===== config.mk =====
export PLATFORM = sky130hd
export DESIGN_NAME = ccr_top
export DESIGN_NICKNAME = d
export VERILOG_FILES = /design/src/ccr_top.v /design/src/ccr_alert.v
export VERILOG_INCLUDE_DIRS = /design/src
export SDC_FILE = /design/constraint.sdc
export NUM_CORES = 1
export LEC_CHECK = 0
export BUFFER_PORTS_ARGS = -buffer_cell sky130_fd_sc_hd__buf_4
export CAP_MARGIN = 20
export CORE_MARGIN = 2
export CORE_UTILIZATION = 50
export CTS_CLUSTER_SIZE = 24
export DETAILED_ROUTE_END_ITERATION = 10
export PLACE_DENSITY_LB_ADDON = 0.2
export SLEW_MARGIN = 30
export SYNTH_ARGS = -nofsm -noshare
export SYNTH_HDL_FRONTEND = slang
export SYNTH_SLANG_ARGS = --single-unit

===== constraint.sdc =====
create_clock -name REF_CLK -period 2.3 [get_ports REF_CLK]
set_input_delay 0.115 -clock REF_CLK [delete_from_list [all_inputs] [get_ports REF_CLK]]
set_output_delay 0.115 -clock REF_CLK [all_outputs]
set_load 0.1 [all_outputs]

===== src/ccr_regs.vh =====
/*
  Constants of the charger configuration register bank: command codes,
  field positions, reset values and timing counts.
  Assumes a 100 MHz reference clock and a 1 us timing tick.
*/
`ifndef CCR_REGS_VH
`define CCR_REGS_VH

// ****************************************************************
// Bus addressing
// ****************************************************************
`define CCR_SLAVE_ADDR    7'h09
`define CCR_CMD_CFG0      8'h39
`define CCR_CMD_CFG1      8'h3C
`define CCR_CMD_CFG2      8'h3D
`define CCR_CMD_CFG3      8'h4C
`define CCR_CMD_CFG4      8'h4E
`define CCR_CMD_STATUS    8'h50
`define CCR_CMD_CHG_CUR   8'h14
`define CCR_CMD_CHG_VOLT  8'h15

// ****************************************************************
// Reset values and field positions
// ****************************************************************
`define CCR_CFG_RST       16'h0000
`define CCR_CFG0_OFS_HI   12
`define CCR_CFG0_OFS_LO   10
`define CCR_CFG0_WDT_DIS  7
`define CCR_CFG0_HSS_HI   6
`define CCR_CFG0_HSS_LO   5
`define CCR_CFG0_DCT_HI   4
`define CCR_CFG0_DCT_LO   3
`define CCR_CFG0_VIN_DIS  2
`define CCR_CFG1_PMON_EN  3
`define CCR_CFG2_DEB_HI   10
`define CCR_CFG2_DEB_LO   9
`define CCR_CFG2_HOLD_HI  8
`define CCR_CFG2_HOLD_LO  6
`define CCR_ST_WDT_EXP    0
`define CCR_ST_ALERT      1
`define CCR_ST_CHARGE     2
`define CCR_ST_PIN_LOW    3

// ****************************************************************
// Timing
// ****************************************************************
`define CCR_CLK_NS        10
`define CCR_TICK_NS       1000
`define CCR_TICK_DIV      (`CCR_TICK_NS / `CCR_CLK_NS)
`define CCR_TICK_LAST     7'h63       // Last divider count, 100 clocks a tick
`define CCR_WDT_S         175
`define CCR_WDT_TICKS     28'hA6E49C0 // 175 s counted in 1 us ticks
`define CCR_LOWRAIL_US    20'h0000A
`define CCR_DEB_US0       20'd10
`define CCR_DEB_US1       20'd100
`define CCR_DEB_US2       20'd500
`define CCR_DEB_US3       20'd1000
`define CCR_HOLD_US0      20'd10
`define CCR_HOLD_US1      20'd100
`define CCR_HOLD_US2      20'd500
`define CCR_HOLD_US3      20'd1000
`define CCR_HOLD_US4      20'd5000
`define CCR_HOLD_US5      20'd10000
`define CCR_HOLD_US6      20'd50000
`define CCR_HOLD_US7      20'd100000

`endif


===== src/ccr_top.v =====
/*
  Charger configuration register bank with its write-word serial slave,
  the charge watchdog and the decoded configuration outputs.
  Assumes open-drain serial pins resolved outside and asynchronous
  comparator levels from the analog side.
*/
`timescale 1ns/1ns
`include "ccr_regs.vh"

module ccr_top #(
  parameter [27:0] WDT_TICKS = `CCR_WDT_TICKS
) (
  // Clock and reset
  input  wire        REF_CLK,
  input  wire        SRST,
  // Serial bus pins
  input  wire        SCL_I,
  input  wire        SDA_I,
  output wire        SDA_O,
  output wire        SDA_OE,
  // Analog conditions
  input  wire        ADAPTER_PRESENT,
  input  wire        BATT_LOW_POWER,
  input  wire        AC_OC_CMP,
  input  wire        DC_OC_CMP,
  input  wire        LOW_RAIL_CMP,
  // Throttle alert open-drain pin, active low
  input  wire        ALERT_N_I,
  output wire        ALERT_N_O,
  output wire        ALERT_N_OE,
  // Decoded configuration
  output reg         CHARGE_EN,
  output reg         VIN_LOOP_EN,
  output reg         DCHG_THR_FROM_CFG,
  output reg  [4:0]  DCHG_THR_AMPS,
  output reg         DC_DETECT_EN,
  output reg  [9:0]  HS_SHORT_MV,
  output reg  [3:0]  BOOST_OFS_HALF_MV,
  output reg         CEIL_WR
);

  localparam [6:0] TICK_LAST = `CCR_TICK_LAST;
  localparam [2:0] S_IDLE = 3'h0;
  localparam [2:0] S_ADDR = 3'h1;
  localparam [2:0] S_CMD  = 3'h2;
  localparam [2:0] S_WLO  = 3'h3;
  localparam [2:0] S_WHI  = 3'h4;
  localparam [2:0] S_RLO  = 3'h5;
  localparam [2:0] S_RHI  = 3'h6;
  localparam [2:0] S_IGN  = 3'h7;

  reg  [7:0]  meta_reg;
  reg  [7:0]  sync_reg;
  reg         scl_d_reg;
  reg         sda_d_reg;
  reg  [6:0]  div_reg;
  reg  [2:0]  st_reg;
  reg  [3:0]  bit_reg;
  reg  [7:0]  sh_reg;
  reg  [7:0]  tx_reg;
  reg  [7:0]  cmd_reg;
  reg  [7:0]  lo_reg;
  reg         rd_ack_reg;
  reg         sda_oe_reg;
  reg  [15:0] cfg0_reg;
  reg  [15:0] cfg1_reg;
  reg  [15:0] cfg2_reg;
  reg  [15:0] cfg3_reg;
  reg  [15:0] cfg4_reg;
  reg  [27:0] wdt_reg;
  reg         wdt_exp_reg;
  reg  [15:0] rd_word;
  wire        scl_s;
  wire        sda_s;
  wire        adp_s;
  wire        blp_s;
  wire        tick;
  wire        start_ev;
  wire        stop_ev;
  wire        scl_rise;
  wire        scl_fall;
  wire        wdt_on;
  wire        dc_en;
  wire        alert_act;

  // ****************************************************************
  // Input synchronisers and edge detection
  // ****************************************************************
  always @(posedge REF_CLK) begin
    if (SRST) begin
      meta_reg  <= 8'hC0;
      sync_reg  <= 8'hC0;
      scl_d_reg <= 1'b1;
      sda_d_reg <= 1'b1;
    end else begin
      meta_reg  <= {SCL_I, SDA_I, ADAPTER_PRESENT, BATT_LOW_POWER,
                    AC_OC_CMP, DC_OC_CMP, LOW_RAIL_CMP, ALERT_N_I};
      sync_reg  <= meta_reg;
      scl_d_reg <= sync_reg[7];
      sda_d_reg <= sync_reg[6];
    end
  end

  // Named views of the synchronised levels
  assign scl_s    = sync_reg[7];
  assign sda_s    = sync_reg[6];
  assign adp_s    = sync_reg[5];
  assign blp_s    = sync_reg[4];
  assign start_ev = scl_s && scl_d_reg && sda_d_reg && !sda_s;
  assign stop_ev  = scl_s && scl_d_reg && !sda_d_reg && sda_s;
  assign scl_rise = scl_s && !scl_d_reg;
  assign scl_fall = !scl_s && scl_d_reg;
  assign SDA_O    = 1'b0;
  assign SDA_OE   = sda_oe_reg;

  // ****************************************************************
  // 1 us tick divider
  // ****************************************************************
  always @(posedge REF_CLK) begin
    if (SRST || div_reg == TICK_LAST)
      div_reg <= 7'h00;
    else
      div_reg <= div_reg + 7'h01;
  end
  assign tick = (div_reg == TICK_LAST);

  // Read data selection
  always @* begin
    case (cmd_reg)
      `CCR_CMD_CFG0:   rd_word = cfg0_reg;
      `CCR_CMD_CFG1:   rd_word = cfg1_reg;
      `CCR_CMD_CFG2:   rd_word = cfg2_reg;
      `CCR_CMD_CFG3:   rd_word = cfg3_reg;
      `CCR_CMD_CFG4:   rd_word = cfg4_reg;
      `CCR_CMD_STATUS: rd_word = {12'h000, !sync_reg[0], CHARGE_EN, alert_act, wdt_exp_reg};
      default:         rd_word = 16'h0000;
    endcase
  end

  // ****************************************************************
  // Write-word and read-word serial slave with register file
  // ****************************************************************
  always @(posedge REF_CLK) begin
    if (SRST) begin
      st_reg     <= S_IDLE;
      bit_reg    <= 4'h0;
      sh_reg     <= 8'h00;
      tx_reg     <= 8'h00;
      cmd_reg    <= 8'h00;
      lo_reg     <= 8'h00;
      rd_ack_reg <= 1'b0;
      sda_oe_reg <= 1'b0;
      CEIL_WR    <= 1'b0;
      cfg0_reg   <= `CCR_CFG_RST;
      cfg1_reg   <= `CCR_CFG_RST;
      cfg2_reg   <= `CCR_CFG_RST;
      cfg3_reg   <= `CCR_CFG_RST;
      cfg4_reg   <= `CCR_CFG_RST;
    end else begin
      CEIL_WR <= 1'b0;
      if (start_ev) begin
        st_reg     <= S_ADDR;
        bit_reg    <= 4'hF; // Skip the clock fall that closes the start
        sda_oe_reg <= 1'b0;
      end else if (stop_ev) begin
        st_reg     <= S_IDLE;
        sda_oe_reg <= 1'b0;
      end else if (st_reg != S_IDLE && st_reg != S_IGN) begin
        // Sample data bits and the master acknowledge
        if (scl_rise) begin
          if (bit_reg != 4'h8)
            sh_reg <= {sh_reg[6:0], sda_s};
          else
            rd_ack_reg <= !sda_s;
        end
        if (scl_fall) begin
          if (bit_reg == 4'hF) begin
            // Fall that closes a start: the first data bit follows
            bit_reg <= 4'h0;
          end else if (bit_reg < 4'h7) begin
            bit_reg <= bit_reg + 4'h1;
            if (st_reg == S_RLO || st_reg == S_RHI) begin
              sda_oe_reg <= !tx_reg[6];
              tx_reg     <= {tx_reg[6:0], 1'b0};
            end
          end else if (bit_reg == 4'h7) begin
            // Ninth clock: acknowledge our writes, release for reads
            bit_reg <= 4'h8;
            case (st_reg)
              S_ADDR: begin
                if (sh_reg[7:1] == `CCR_SLAVE_ADDR)
                  sda_oe_reg <= 1'b1;
                else
                  st_reg <= S_IGN;
              end
              S_CMD, S_WLO, S_WHI: sda_oe_reg <= 1'b1;
              default: sda_oe_reg <= 1'b0;
            endcase
          end else begin
            bit_reg    <= 4'h0;
            sda_oe_reg <= 1'b0;
            case (st_reg)
              S_ADDR: begin
                if (sh_reg[0]) begin
                  st_reg     <= S_RLO;
                  tx_reg     <= rd_word[7:0];
                  sda_oe_reg <= !rd_word[7];
                end else begin
                  st_reg <= S_CMD;
                end
              end
              S_CMD: begin
                cmd_reg <= sh_reg;
                st_reg  <= S_WLO;
              end
              S_WLO: begin
                lo_reg <= sh_reg;
                st_reg <= S_WHI;
              end
              S_WHI: begin
                // Commit the word; later bytes of the frame are ignored
                st_reg <= S_IGN;
                case (cmd_reg)
                  `CCR_CMD_CFG0: cfg0_reg <= {sh_reg, lo_reg};
                  `CCR_CMD_CFG1: cfg1_reg <= {sh_reg, lo_reg};
                  `CCR_CMD_CFG2: cfg2_reg <= {sh_reg, lo_reg};
                  `CCR_CMD_CFG3: cfg3_reg <= {sh_reg, lo_reg};
                  `CCR_CMD_CFG4: cfg4_reg <= {sh_reg, lo_reg};
                  `CCR_CMD_CHG_CUR, `CCR_CMD_CHG_VOLT: CEIL_WR <= 1'b1;
                  default: CEIL_WR <= 1'b0;
                endcase
              end
              S_RLO: begin
                if (rd_ack_reg) begin
                  st_reg     <= S_RHI;
                  tx_reg     <= rd_word[15:8];
                  sda_oe_reg <= !rd_word[15];
                end else begin
                  st_reg <= S_IGN;
                end
              end
              default: st_reg <= S_IGN;
            endcase
          end
        end
      end
    end
  end

  // ****************************************************************
  // Charge watchdog
  // ****************************************************************
  assign wdt_on = !cfg0_reg[`CCR_CFG0_WDT_DIS] && adp_s;

  // Timeout set wins over a ceiling write in the same cycle
  always @(posedge REF_CLK) begin
    if (SRST) begin
      wdt_reg     <= 28'h0000000;
      wdt_exp_reg <= 1'b0;
    end else begin
      if (CEIL_WR || !wdt_on)
        wdt_reg <= 28'h0000000;
      else if (tick && !wdt_exp_reg)
        wdt_reg <= wdt_reg + 28'h0000001;
      if (wdt_on && tick && !wdt_exp_reg && wdt_reg == WDT_TICKS - 28'h0000001)
        wdt_exp_reg <= 1'b1;
      else if (CEIL_WR)
        wdt_exp_reg <= 1'b0;
    end
  end

  // ****************************************************************
  // Throttle alert
  // ****************************************************************
  assign dc_en = adp_s || cfg1_reg[`CCR_CFG1_PMON_EN];

  ccr_alert u_alert (
    .clk       (REF_CLK),
    .srst      (SRST),
    .tick      (tick),
    .deb_code  (cfg2_reg[`CCR_CFG2_DEB_HI:`CCR_CFG2_DEB_LO]),
    .hold_code (cfg2_reg[`CCR_CFG2_HOLD_HI:`CCR_CFG2_HOLD_LO]),
    .cur_trip  (sync_reg[3] || (sync_reg[2] && dc_en)),
    .rail_trip (sync_reg[1]),
    .alert_reg (alert_act)
  );
  assign ALERT_N_O  = 1'b0;
  assign ALERT_N_OE = alert_act;

  // ****************************************************************
  // Registered configuration decode
  // ****************************************************************
  always @(posedge REF_CLK) begin
    if (SRST) begin
      CHARGE_EN         <= 1'b0;
      VIN_LOOP_EN       <= 1'b0;
      DCHG_THR_FROM_CFG <= 1'b0;
      DCHG_THR_AMPS     <= 5'h0C;
      DC_DETECT_EN      <= 1'b0;
      HS_SHORT_MV       <= 10'h190;
      BOOST_OFS_HALF_MV <= 4'h0;
    end else begin
      CHARGE_EN         <= !wdt_exp_reg;
      VIN_LOOP_EN       <= !cfg0_reg[`CCR_CFG0_VIN_DIS];
      DCHG_THR_FROM_CFG <= !adp_s && blp_s;
      DC_DETECT_EN      <= dc_en;
      case (cfg0_reg[`CCR_CFG0_DCT_HI:`CCR_CFG0_DCT_LO])
        2'h0: DCHG_THR_AMPS <= 5'h0C;
        2'h1: DCHG_THR_AMPS <= 5'h0A;
        2'h2: DCHG_THR_AMPS <= 5'h08;
        default: DCHG_THR_AMPS <= 5'h06;
      endcase
      case (cfg0_reg[`CCR_CFG0_HSS_HI:`CCR_CFG0_HSS_LO])
        2'h0: HS_SHORT_MV <= 10'h190;
        2'h1: HS_SHORT_MV <= 10'h1F4;
        2'h2: HS_SHORT_MV <= 10'h258;
        default: HS_SHORT_MV <= 10'h320;
      endcase
      // Sign extension turns codes 4..7 into -4..-1 half millivolts
      BOOST_OFS_HALF_MV <= {cfg0_reg[`CCR_CFG0_OFS_HI],
                            cfg0_reg[`CCR_CFG0_OFS_HI:`CCR_CFG0_OFS_LO]};
    end
  end

endmodule


===== src/ccr_alert.v =====
/*
  Throttle alert timing: debounce of current and low-rail alerts and the
  minimum hold of the asserted alert.
  Assumes synchronised comparator levels and a one-cycle 1 us tick.
*/
`timescale 1ns/1ns
`include "ccr_regs.vh"

module ccr_alert (
  // Clock and reset
  input  wire        clk,
  input  wire        srst,
  input  wire        tick,
  // Configuration
  input  wire [1:0]  deb_code,
  input  wire [2:0]  hold_code,
  // Conditions
  input  wire        cur_trip,
  input  wire        rail_trip,
  // Result
  output reg         alert_reg
);

  reg [19:0] deb_reg;
  reg [19:0] rail_reg;
  reg [19:0] hold_reg;
  wire [19:0] deb_lim;
  wire [19:0] rail_lim;
  wire        fire;

  // ****************************************************************
  // Code decoders
  // ****************************************************************
  function [19:0] deb_us;
    input [1:0] c;
    begin
      case (c)
        2'h0: deb_us = `CCR_DEB_US0;
        2'h1: deb_us = `CCR_DEB_US1;
        2'h2: deb_us = `CCR_DEB_US2;
        default: deb_us = `CCR_DEB_US3;
      endcase
    end
  endfunction

  function [19:0] hold_us;
    input [2:0] c;
    begin
      case (c)
        3'h0: hold_us = `CCR_HOLD_US0;
        3'h1: hold_us = `CCR_HOLD_US1;
        3'h2: hold_us = `CCR_HOLD_US2;
        3'h3: hold_us = `CCR_HOLD_US3;
        3'h4: hold_us = `CCR_HOLD_US4;
        3'h5: hold_us = `CCR_HOLD_US5;
        3'h6: hold_us = `CCR_HOLD_US6;
        default: hold_us = `CCR_HOLD_US7;
      endcase
    end
  endfunction

  // Limits and trip decision
  assign deb_lim  = deb_us(deb_code);
  assign rail_lim = `CCR_LOWRAIL_US;
  assign fire     = (cur_trip && deb_reg >= deb_lim) || (rail_trip && rail_reg >= rail_lim);

  // ****************************************************************
  // Debounce counters, hold counter and alert latch
  // ****************************************************************
  always @(posedge clk) begin
    if (srst) begin
      deb_reg   <= 20'h00000;
      rail_reg  <= 20'h00000;
      hold_reg  <= 20'h00000;
      alert_reg <= 1'b0;
    end else begin
      // Counters restart whenever the condition drops
      if (!cur_trip)
        deb_reg <= 20'h00000;
      else if (tick && deb_reg < deb_lim)
        deb_reg <= deb_reg + 20'h00001;
      if (!rail_trip)
        rail_reg <= 20'h00000;
      else if (tick && rail_reg < rail_lim)
        rail_reg <= rail_reg + 20'h00001;
      // Assert on fire, release only after the hold time and with no debounced trip
      if (fire && !alert_reg) begin
        alert_reg <= 1'b1;
        hold_reg  <= hold_us(hold_code);
      end else if (alert_reg) begin
        if (tick && hold_reg != 20'h00000)
          hold_reg <= hold_reg - 20'h00001;
        if (hold_reg == 20'h00000 && !fire)
          alert_reg <= 1'b0;
      end
    end
  end

endmodule


==> results of run 1 <==
how the worst max path moves through the flow:
stage,from,endpoint,slack (ns),cells after the start
floorplan,cfg2_reg[9]$_SDFFE_PP0P_,u_alert.hold_reg[6]$_SDFFE_PP0P_,-0.08,10
global placement,cfg2_reg[9]$_SDFFE_PP0P_,u_alert.hold_reg[6]$_SDFFE_PP0P_,-0.23,10
detailed placement,cfg2_reg[9]$_SDFFE_PP0P_,u_alert.hold_reg[6]$_SDFFE_PP0P_,-0.37,10
CTS,cfg2_reg[9]$_SDFFE_PP0P_,u_alert.hold_reg[6]$_SDFFE_PP0P_,-0.27,10
global route,cfg2_reg[9]$_SDFFE_PP0P_,u_alert.hold_reg[8]$_SDFFE_PP0P_,-0.38,13
finish,cfg2_reg[9]$_SDFFE_PP0P_,u_alert.hold_reg[8]$_SDFFE_PP0P_,-0.27,13
routing by layer:
metal	share of wire, %	vias up
met3	4.4	39
met1	48	4446
met5	0	-
met2	46	182
li1	-	4782
met4	1.9	0
area by class of cell:
| class | count | area share, % |
|---|---|---|
| inverter | 25 | 0.696 |
| timing repair buffer | 158 | 9.59 |
| sequential | 254 | 36.8 |
| tap | 280 | 2.53 |
| clock buffer | 40 | 5.52 |
| multi-input combinational | 963 | 44.1 |
| clock inverter | 9 | 0.732 |
power groups by stage:
stage	clock (mW)	sequential (mW)	combinational (mW)
floorplan	0	4.55	0.157
global placement	0	4.54	0.219
detailed placement	0	4.54	0.221
CTS	4.33	4.44	0.241
global route	4.52	4.44	0.262
finish	4.26	4.44	0.242
metrics by stage:
stage / setup TNS (ns) / utilization, %
finish: -4.22 / 63.0
global placement: -1.70 / 57.1
detailed placement: -3.46 / 57.1
floorplan: -0.676 / -
global route: -8.55 / 63.0
CTS: -5.10 / 62.5
placed cells by master, fill, tap and decap left out, types with 7 or more instances in the layout:
cell           netlist  routed
clkbuf_1            60       9
xor2_1              31      31
or3_1               13      12
a21oi_1            119     114
xnor2_1             18      18
nand4_1             17      17
dfxtp_1            254     251
ha_1                27      19
nand3_1             25      22
or2_2                9       9
inv_1               25      22
buf_4                7     126
and3_1              18      18
nor2b_1             24      24
nand2_1            225     222
and2_1              32      32
a22oi_1              7       7
mux2i_1             45      45
nor2_1             118     111
clkbuf_16            0      27
dlygate4sd3_1        0      14
o211ai_1             9       9
nor4_1              18      17
a211oi_2             2       8
o21ai_0             31      29
a31oi_1              8       8
nand2b_1             9       9
buf_6                0      13
nor3_1              28      26
ha_4                 0       8
kinds of logic after synthesis:
kind of cell	count (synthesis)	share of synthesized area (%)
AOI/OAI and AO/OA	239	12.9
xor gates and xnor gates	49	3.81
adders and majority gates	28	3.09
buffers and inverters	108	3.95
DFF	254	45.1
muxes	53	4.80
other	1	0.0333
and+or+nand+nor	588	26.2
tightest hold or removal path, cell delays in order:
cell	delay, ns
dlygate4sd3_1	0.53
buf_4	0.09
or2_2	0.08
what timing repair did:
action / in CTS / in global routing
cloned: 0 / 0
hold buffers: 14 / 0
endpoints found under the setup margin: 24 / 41
resized for setup: 29 / 22
buffers inserted: 10 / 2
pin swaps: 15 / 12
endpoints found under the hold margin: 18 / 0
==> run metrics, run 1 <==
final hold vios 0; met2 Track Usage GR 37.5%; Via density 5.47; Worst Path Buf+Inv 4; Power Dens Cells 646 nW/um2; core box area 22000 um2; Final setup viols 29; Top Usage Layer GRT met2; Post-DP Area 12500 um2; detailed-route via count 9449; Tmin final 2.57 ns; Post-synth top cells dfxtp_1 (254), nand2_1 (225), a21oi_1 (119); multi-input logic area 6110 um2; count leader, synth dfxtp_1; Max FO, Critical Path 6; Post-synth EDFFs 0; largest net degree at the start of global routing 124; top_reg_cell synth dfxtp_1; worst relative slew slack 44.8%; Psw 1.94 mW; hold_sp SDA_I; Die Height 154 um; n_diodes 0; Root Buffer Master clkbuf_16; delay-heaviest family, CP compound AO/OA/AOI/OAI gates; Row Count 54; CP endpoint kind register; Fin Hold WS 0.304 ns; Clock power frac 47.6%; RR Startpoint cfg2_reg[9]$_SDFFE_PP0P_; actual slew at the worst max-slew pin 0.820 ns; # DRC 0; Sw Share 21.6%; grt ovf 0; top cell type's share of synthesized area 45.1%; yosys warns 0; Leak Pwr 5.19 nW; die width 154 um; first-pass GRT wire length 45.3 mm; Non-Filler Instances 1729; Min-Delay Path Depth 3; synth unique cells 79; WL final 27.8 mm; VDD IR max 0.000519 V; register area 5090 um2; FF+latch count, synth 254; CTS Buffer Depth 3; layout cells sized above 1 18.8%; violated checks negative setup slack; CTS tree yes; CTS sink count 254; Routed Antenna Nets 0; wire per inst 16.1 um; CTS Buf Count 27; Detail Placement HPWL 18.7 mm; startpoint class of the critical path register; die footprint 23700 um2; Int Power 7.01 mW; All-Layer GR Usage 23.1%; run status complete, but fails checks; Filler cells 1833; Arrival @ worst endpoint 3.00 ns; TritonRoute pass-1 iters 5; worst hold path class input port to register; R2R depth 13; max-cap violations 0; post-synth top area cell dfxtp_1; Initial Utilization 51.3%; Detailed Route Iter0 Violations 701; f_max 0.389 GHz; M3 GR Usage 3.49%; Comb power frac 2.7%; Clk Latency, worst-skew pair 0.54 ns; critical path class register to register; Reg clk slew, reported paths 0.06 ns; routability cong. 0.859; dpl cells 1656; Seq/Total Area, Yosys 45.1%; Final Slew Violations 0; GR Layer Usage met1 32.6%; max incr delay on CP 0.37 ns; max FFs per register 28; Area contributors post-synth dfxtp_1 (45%), nand2_1 (7.5%), a21oi_1 (5.3%); CP required 2.73 ns; worst hold endpoint meta_reg[6]$_SDFF_PP1_; Reg2Reg Setup Slack -0.27 ns; critical path cell sequence inv_4 -> ha_4 -> nor2_4 -> ha_4 -> nand4_1 -> buf_4 -> a211oi_4 -> a211o_1 -> a211oi_4 -> buf_12 -> buf_8 -> nor2_2 -> o31a_1; # port buffers 31; final period utilization 112%; I/O pins 38; Cells after Synth 1320; area growth from synthesis to layout 22.9%; Seq pwr share 49.7%; RSZ-0062 raised after global routing true; vias in the first global route 8733; PnR worst setup slack -0.270 ns; Mapped Area 11300 um2; Slowest cell on crit path dfxtp_4; FF-to-FF End u_alert.hold_reg[8]$_SDFFE_PP0P_; Avg Cell Area, Syn 8.53 um2; Fin Clk Skew 0.0120 ns; asr flop ratio synth 0%; initial antenna violation count 0; Pwr Total 8.95 mW; NumNets Final 1466; Design Area, Final 13800 um2; Max H-tree Level 1; Post-Place Setup Slack -0.371 ns
(Power assumes the default switching activity.)
==> inputs of run 2 (changes only) <==
--- a/config.mk
+++ b/config.mk
@@ -12,8 +12,9 @@
 export CORE_UTILIZATION = 50
 export CTS_CLUSTER_SIZE = 24
 export DETAILED_ROUTE_END_ITERATION = 10
-export PLACE_DENSITY_LB_ADDON = 0.2
+export PLACE_DENSITY = 0.76
 export SLEW_MARGIN = 30
 export SYNTH_ARGS = -nofsm -noshare
 export SYNTH_HDL_FRONTEND = slang
+export SYNTH_HIERARCHICAL = 1
 export SYNTH_SLANG_ARGS = --single-unit
==> run 2 against run 1 <==
The flow still finishes with violations (negative setup slack). Sequential share of layout area decreased by 0.30 points. Register-to-register slack improved by 0.04 ns. Die area increased by 2.3%. Sequential power about the same. Clock skew increased by 0.0049 ns. Utilization decreased by 1.4 points. Via count increased by 7.0%. Combinational power increased by 16%. Worst hold slack improved by 0.025 ns. Flip-flop and latch count unchanged. Critical path type unchanged.
==> run metrics, run 2 <==
Detailed Route Iter0 Violations 798 (was 701); final period utilization 110% (was 112%); TritonRoute pass-1 iters 5 (unchanged); run status complete, but fails checks (unchanged); Area contributors post-synth dfxtp_1 (44%), nand2_1 (6.0%), a21oi_1 (5.2%) (was dfxtp_1 (45%), nand2_1 (7.5%), a21oi_1 (5.3%)); final hold vios 0 (unchanged); CTS Buffer Depth 3 (unchanged); wire per inst 17.3 um (was 16.1 um); met2 WL 14.3 mm (was 12.7 mm); Slowest cell on crit path dfxtp_4 (unchanged); I/O pins 38 (unchanged); Arrival @ worst endpoint 2.97 ns (was 3.00 ns); WL final 30.3 mm (was 27.8 mm); Post-synth top cells dfxtp_1 (254), nand2_1 (183), a21oi_1 (119) (was dfxtp_1 (254), nand2_1 (225), a21oi_1 (119)); core box area 22600 um2 (was 22000 um2); largest net degree at the start of global routing 56 (was 124); setup_tns -3.54 ns (was -4.22 ns); commonest non-fill, non-tap cell in the layout dfxtp_1 (unchanged); Root Buffer Master clkbuf_16 (unchanged); critical path's most frequent cell ha_4; die footprint 24300 um2 (was 23700 um2); Tmin final 2.53 ns (was 2.57 ns); FF+latch count, synth 254 (unchanged); met1 wire length 13.0 mm (was 13.3 mm); # DRC 0 (unchanged); Die Height 156 um (was 154 um); n_diodes 0 (unchanged); CTS sink count 254 (unchanged); Detail Placement HPWL 20.1 mm (was 18.7 mm); Non-Filler Instances 1747 (was 1729); critical path cell sequence ha_4 -> inv_2 -> ha_4 -> a2111oi_4 -> nand3_2 -> a211o_4 -> a211oi_4 -> buf_12 -> buf_6 -> nor2_1 -> a211oi_2 (was inv_4 -> ha_4 -> nor2_4 -> ha_4 -> nand4_1 -> buf_4 -> a211oi_4 -> a211o_1 -> a211oi_4 -> buf_12 -> buf_8 -> nor2_2 -> o31a_1); Fin Hold WS 0.329 ns (was 0.304 ns); All-Layer GR Usage 24.7% (was 23.1%); Post-synth EDFFs 0 (unchanged); # port buffers 31 (unchanged); max-cap violations 0 (unchanged); detailed-route via count 10.1k (was 9449); initial antenna violation count 0 (unchanged); worst hold path class input port to register (unchanged); max layer used met4 (unchanged); dpl cells 1683 (was 1656); Min-Delay Path Depth 3 (unchanged); routability cong. 0.938 (was 0.859); Leak Pwr 5.08 nW (was 5.19 nW); Fin Clk Skew 0.0169 ns (was 0.0120 ns); layout cells sized above 1 18.9% (was 18.8%); max FFs per register 28 (unchanged); yosys warns 6 (was 0); synth unique cells 84 (was 79); Detail Route met3 WL 1.88 mm (was 1.22 mm); worst relative slew slack 54.4% (was 44.8%); most frequent cells in the layout dfxtp_1 (251), nand2_1 (181), buf_4 (128) (was dfxtp_1 (251), nand2_1 (222), buf_4 (126)); area growth from synthesis to layout 21.0% (was 22.9%); CP endpoint kind register (unchanged); critical path class register to register (unchanged); Max H-tree Level 1 (unchanged); violated checks negative setup slack (unchanged); NumNets Final 1484 (was 1466); CTS Buf Count 27 (unchanged); Cells after Synth 1359 (was 1320); post-synth top area cell dfxtp_1 (unchanged); first-pass GRT wire length 49.0 mm (was 45.3 mm); count leader, synth dfxtp_1 (unchanged); startpoint class of the critical path register (unchanged); Via density 5.79 (was 5.47); Reg clk slew, reported paths 0.06 ns (about the same); RSZ-0062 raised after global routing true (unchanged); Avg Cell Area, Syn 8.48 um2 (was 8.53 um2); Clk Latency, worst-skew pair 0.54 ns (about the same); vias in the first global route 9744 (was 8733); die width 156 um (was 154 um); Final Core Density 61.6% (was 63.0%); Mapped Area 11500 um2 (was 11300 um2); Routed Antenna Nets 0 (unchanged); Final setup viols 27 (was 29); Initial Utilization 50.9% (was 51.3%); top cell type's share of synthesized area 44.1% (was 45.1%); actual slew at the worst max-slew pin 0.683 ns (was 0.820 ns); VDD IR max 0.000619 V (was 0.000519 V); asr flop ratio synth 0% (unchanged); CP required 2.74 ns (was 2.73 ns); PnR worst setup slack -0.230 ns (was -0.270 ns); Post-Place Setup Slack -0.234 ns (was -0.371 ns); Max FO, Critical Path 9 (was 6); Row Count 55 (was 54); max incr delay on CP 0.39 ns (was 0.37 ns); CTS tree yes (unchanged); top_reg_cell synth dfxtp_1 (unchanged); grt ovf 0 (unchanged); Final Slew Violations 0 (unchanged); f_max 0.395 GHz (was 0.389 GHz); Power Dens Cells 644 nW/um2 (was 646 nW/um2); Seq/Total Area, Yosys 44.1% (was 45.1%); R2R depth 11 (was 13)
run 2: cell count changes after synthesis, moves of 8 or more:
cell	previous run	this run
o21ai_0	31	63
and3_1	18	10
nand2_1	225	183
o211ai_1	9	19
nand4_1	17	25
clkbuf_1	60	69
nand3_1	25	60
nor2_1	118	109
run 2: area by class of cell:
class                      instances  area [um2]
tap                              285         357
sequential                       254        5090
clock buffer                      35         756
timing repair buffer             145        1170
clock inverter                     9         106
multi-input combinational        989        6360
fill                            1889        8690
inverter                          30         115
run 2: metrics by stage:
step                power [mW]  cell area (um2)
global route              9.25            14000
global placement          4.79            12700
CTS                       9.04            13800
detailed placement        4.80            12700
finish                    8.99            14000
floorplan                 4.74            11800
run 2: logic make-up (layout without fill, tap and decap cells):
kind of cell | after synthesis | after routing | share of synthesized area (%)
buf+inv | 122 | 219 | 4.42
xor+xnor | 43 | 43 | 3.27
flops | 254 | 254 | 44.1
other cells | 1 | 6 | 0.0325
compound gates | 283 | 284 | 15.2
simple gates | 584 | 584 | 26.1
mux | 44 | 44 | 3.88
fa+ha+maj | 28 | 28 | 3.02
run 2: what timing repair did:
action,CTS,global route
setup buffers,5,6
endpoints found under the setup margin,26,39
endpoints found under the hold margin,14,0
gates resized for setup,18,28
hold buffers,9,0
cloned,0,1
pin swaps,10,13
run 2: worst paths after layout:
path / start / to / slack (ns)
max: cfg2_reg[10]$_SDFFE_PP0P_ / u_alert/hold_reg[13]$_SDFFE_PP0P_ / -0.23
min: SDA_I / meta_reg[6]$_SDFF_PP1_ / 0.33
max reg2reg: cfg2_reg[10]$_SDFFE_PP0P_ / u_alert/hold_reg[13]$_SDFFE_PP0P_ / -0.23
min reg2reg: meta_reg[7]$_SDFF_PP1_ / sync_reg[7]$_SDFF_PP1_ / 0.42
run 2: power by group:
part / switching [mW] / internal [mW]
clock: 1.75 / 2.52
combinational: 0.196 / 0.0845
sequential: 0.0150 / 4.43
total: 1.96 / 7.03
run 2: critical path: cells and delay by family, from the launching register on:
family          cells  cell delay [ns]
flops               1             0.39
simple gates        2             0.21
buf+inv             3             0.35
compound gates      4             1.10
fa+ha+maj           2             0.40
run 2: layer usage:
layer | vias up | track usage [%]
li1 | 4917 | -
met2 | 331 | 41.4
met3 | 74 | 3.75
met4 | 0 | 10.3
met1 | 4789 | 31.8
met5 | - | 0
==> inputs of run 3 (changes only) <==
--- a/config.mk
+++ b/config.mk
@@ -12,7 +12,7 @@
 export CORE_UTILIZATION = 50
 export CTS_CLUSTER_SIZE = 24
 export DETAILED_ROUTE_END_ITERATION = 10
-export PLACE_DENSITY = 0.76
+export PLACE_DENSITY = 0.73
 export SLEW_MARGIN = 30
 export SYNTH_ARGS = -nofsm -noshare
 export SYNTH_HDL_FRONTEND = slang
==> constraint.sdc (replaced) <==
create_clock -name REF_CLK -period 2.35 [get_ports REF_CLK]
set_input_delay 0.1175 -clock REF_CLK [delete_from_list [all_inputs] [get_ports REF_CLK]]
set_output_delay 0.1175 -clock REF_CLK [all_outputs]
set_load 0.1 [all_outputs]
==> run 3 against run 2 <==
The run still ends with negative setup slack left. Critical endpoint is now u_alert/hold_reg[6]$_SDFFE_PP0P_. Worst hold slack better by 0.014 ns. Die area did not move. Sequential power down 2%. Critical path type unchanged. Power down 3.9%. Highest routed layer unchanged.
==> run metrics, run 3 (synthesis gave the netlist of run 2 again) <==
first-pass GRT wire length 47.8 mm (was 49.0 mm); CTS tree yes (unchanged); Fin Clk Skew 0.0126 ns (was 0.0169 ns); setup_tns -2.52 ns (was -3.54 ns); routability cong. 0.952 (was 0.938); # port buffers 31 (unchanged); grt ovf 0 (unchanged); Top Usage Layer GRT met2 (unchanged); # DRC 0 (unchanged); detailed-route via count 10.1k (about the same); met2 Track Usage GR 41.5% (was 41.4%); most frequent cells in the layout dfxtp_1 (251), nand2_1 (183), buf_4 (124) (was dfxtp_1 (251), nand2_1 (181), buf_4 (128)); GR Layer Usage met1 30.9% (was 31.8%); WL final 29.8 mm (was 30.3 mm); run status complete, but fails checks (unchanged); Final setup viols 26 (was 27); PnR worst setup slack -0.193 ns (was -0.230 ns); Die Height 156 um (unchanged); Via density 5.79 (about the same); largest net degree at the start of global routing 153 (was 56); worst relative slew slack 48.0% (was 54.4%); CP required 2.82 ns (was 2.74 ns); commonest non-fill, non-tap cell in the layout dfxtp_1 (unchanged); hold_sp SCL_I (was SDA_I); M3 GR Usage 3.72% (was 3.75%); Slowest cell on crit path dfxtp_4 (unchanged); layout cells sized above 1 17.8% (was 18.9%); final hold vios 0 (unchanged); CP endpoint kind register (unchanged); Leak Pwr 5.02 nW (was 5.08 nW); All-Layer GR Usage 24.0% (was 24.7%); CTS Buffer Depth 3 (unchanged); Root Buffer Master clkbuf_16 (unchanged); die footprint 24300 um2 (unchanged); Clk Latency, worst-skew pair 0.53 ns (was 0.54 ns); RR Startpoint cfg2_reg[10]$_SDFFE_PP0P_ (unchanged); Routed Antenna Nets 0 (unchanged); CTS Buf Count 27 (unchanged); Max H-tree Level 1 (unchanged); max FFs per register 28 (unchanged); Row Count 55 (unchanged); delay-heaviest family, CP compound AO/OA/AOI/OAI gates (unchanged); worst hold path class input port to register (unchanged); Reg clk slew, reported paths 0.06 ns (about the same); Arrival @ worst endpoint 3.01 ns (was 2.97 ns); RSZ-0062 raised after global routing true (unchanged); core box area 22600 um2 (unchanged); f_max 0.393 GHz (was 0.395 GHz); Final Slew Violations 0 (unchanged); CTS sink count 254 (unchanged); wire per inst 17.1 um (was 17.3 um); final period utilization 108% (was 110%); vias in the first global route 9426 (was 9744); max incr delay on CP 0.39 ns (about the same); Detail Placement HPWL 19.7 mm (was 20.1 mm); Detailed Route Iter0 Violations 1000 (was 798); n_diodes 0 (unchanged); Initial Utilization 50.9% (unchanged); I/O pins 38 (unchanged); Power Dens Cells 625 nW/um2 (was 644 nW/um2); die width 156 um (unchanged); Max FO, Critical Path 5 (was 9); initial antenna violation count 0 (unchanged); Worst Setup SP cfg2_reg[10]$_SDFFE_PP0P_ (unchanged); VDD IR max 0.000614 V (was 0.000619 V); critical path cell sequence ha_4 -> inv_2 -> ha_4 -> a2111oi_4 -> nand3_2 -> a211o_4 -> a211oi_4 -> buf_4 -> mux2_4 -> nor2_2 (was ha_4 -> inv_2 -> ha_4 -> a2111oi_4 -> nand3_2 -> a211o_4 -> a211oi_4 -> buf_12 -> buf_6 -> nor2_1 -> a211oi_2); Design Area, Final 13800 um2 (was 14000 um2); actual slew at the worst max-slew pin 0.779 ns (was 0.683 ns); Worst Path Buf+Inv 2 (was 3); Tmin final 2.54 ns (was 2.53 ns); area growth from synthesis to layout 19.7% (was 21.0%); critical path's most frequent cell ha_4 (unchanged); critical path class register to register (unchanged); startpoint class of the critical path register (unchanged); violated checks negative setup slack (unchanged); TritonRoute pass-1 iters 5 (unchanged); max-cap violations 0 (unchanged); NumNets Final 1477 (was 1484); Post-DP Area 12700 um2 (about the same)
[run 3: metrics by stage]
step / hold WS [ns] / util (%) / worst slack, ns / std cells / power, mW
after global placement: 0.304 / 56.0 / -0.169 / 1679 / 4.69
final: 0.343 / 61.0 / -0.193 / 1740 / 8.63
after global routing: 0.345 / 61.0 / -0.297 / 1740 / 8.89
after floorplan: 0.221 / - / -0.0571 / 1364 / 4.63
after CTS: 0.330 / 60.5 / -0.169 / 1737 / 8.67
after detailed placement: 0.304 / 56.0 / -0.237 / 1679 / 4.70
[run 3: cell type report]
cell class	instances	area, um2
Fill cell	1883	8840
Multi-Input combinational cell	989	6310
Sequential cell	254	5090
Timing Repair Buffer	138	1100
Clock buffer	37	763
Tap cell	285	357
Inverter	30	115
Clock inverter	7	63.8
[run 3: power by group]
group | switching, mW | internal (mW)
Clock | 1.66 | 2.35
Sequential | 0.0167 | 4.33
Combinational | 0.188 | 0.0827
Total | 1.87 | 6.77
[run 3: path summary, 6_finish.rpt]
| check | end | slack (ns) | depth (start not counted) |
|---|---|---|---|
| setup / recovery | u_alert/hold_reg[6]$_SDFFE_PP0P_ | -0.19 | 10 |
| hold / removal | meta_reg[7]$_SDFF_PP1_ | 0.34 | 3 |
| setup reg to reg | u_alert/hold_reg[6]$_SDFFE_PP0P_ | -0.19 | 10 |
| hold reg to reg | sync_reg[6]$_SDFF_PP1_ | 0.41 | 1 |
[run 3: timing repair]
action                     CTS  global route
setup endpoints to repair   26            32
hold buffers                10             0
gates resized for setup     13            17
hold endpoints to repair    16             0
pin swaps                   17            10
setup buffers                4             3
cloned                       0             1
[run 3: worst min-delay path: stages]
cell,delay [ns]
dlygate4sd3_1,0.53
buf_4,0.10
or2_2,0.10
[run 3: per-layer routing]
| metal | vias to the layer above | routed length [um] | part of all wire (%) |
|---|---|---|---|
| met4 | 0 | 886 | 3.0 |
| met3 | 72 | 1790 | 6.0 |
| met2 | 306 | 14300 | 48 |
| met5 | - | 0 | 0 |
| li1 | 4909 | - | - |
| met1 | 4791 | 12900 | 43 |
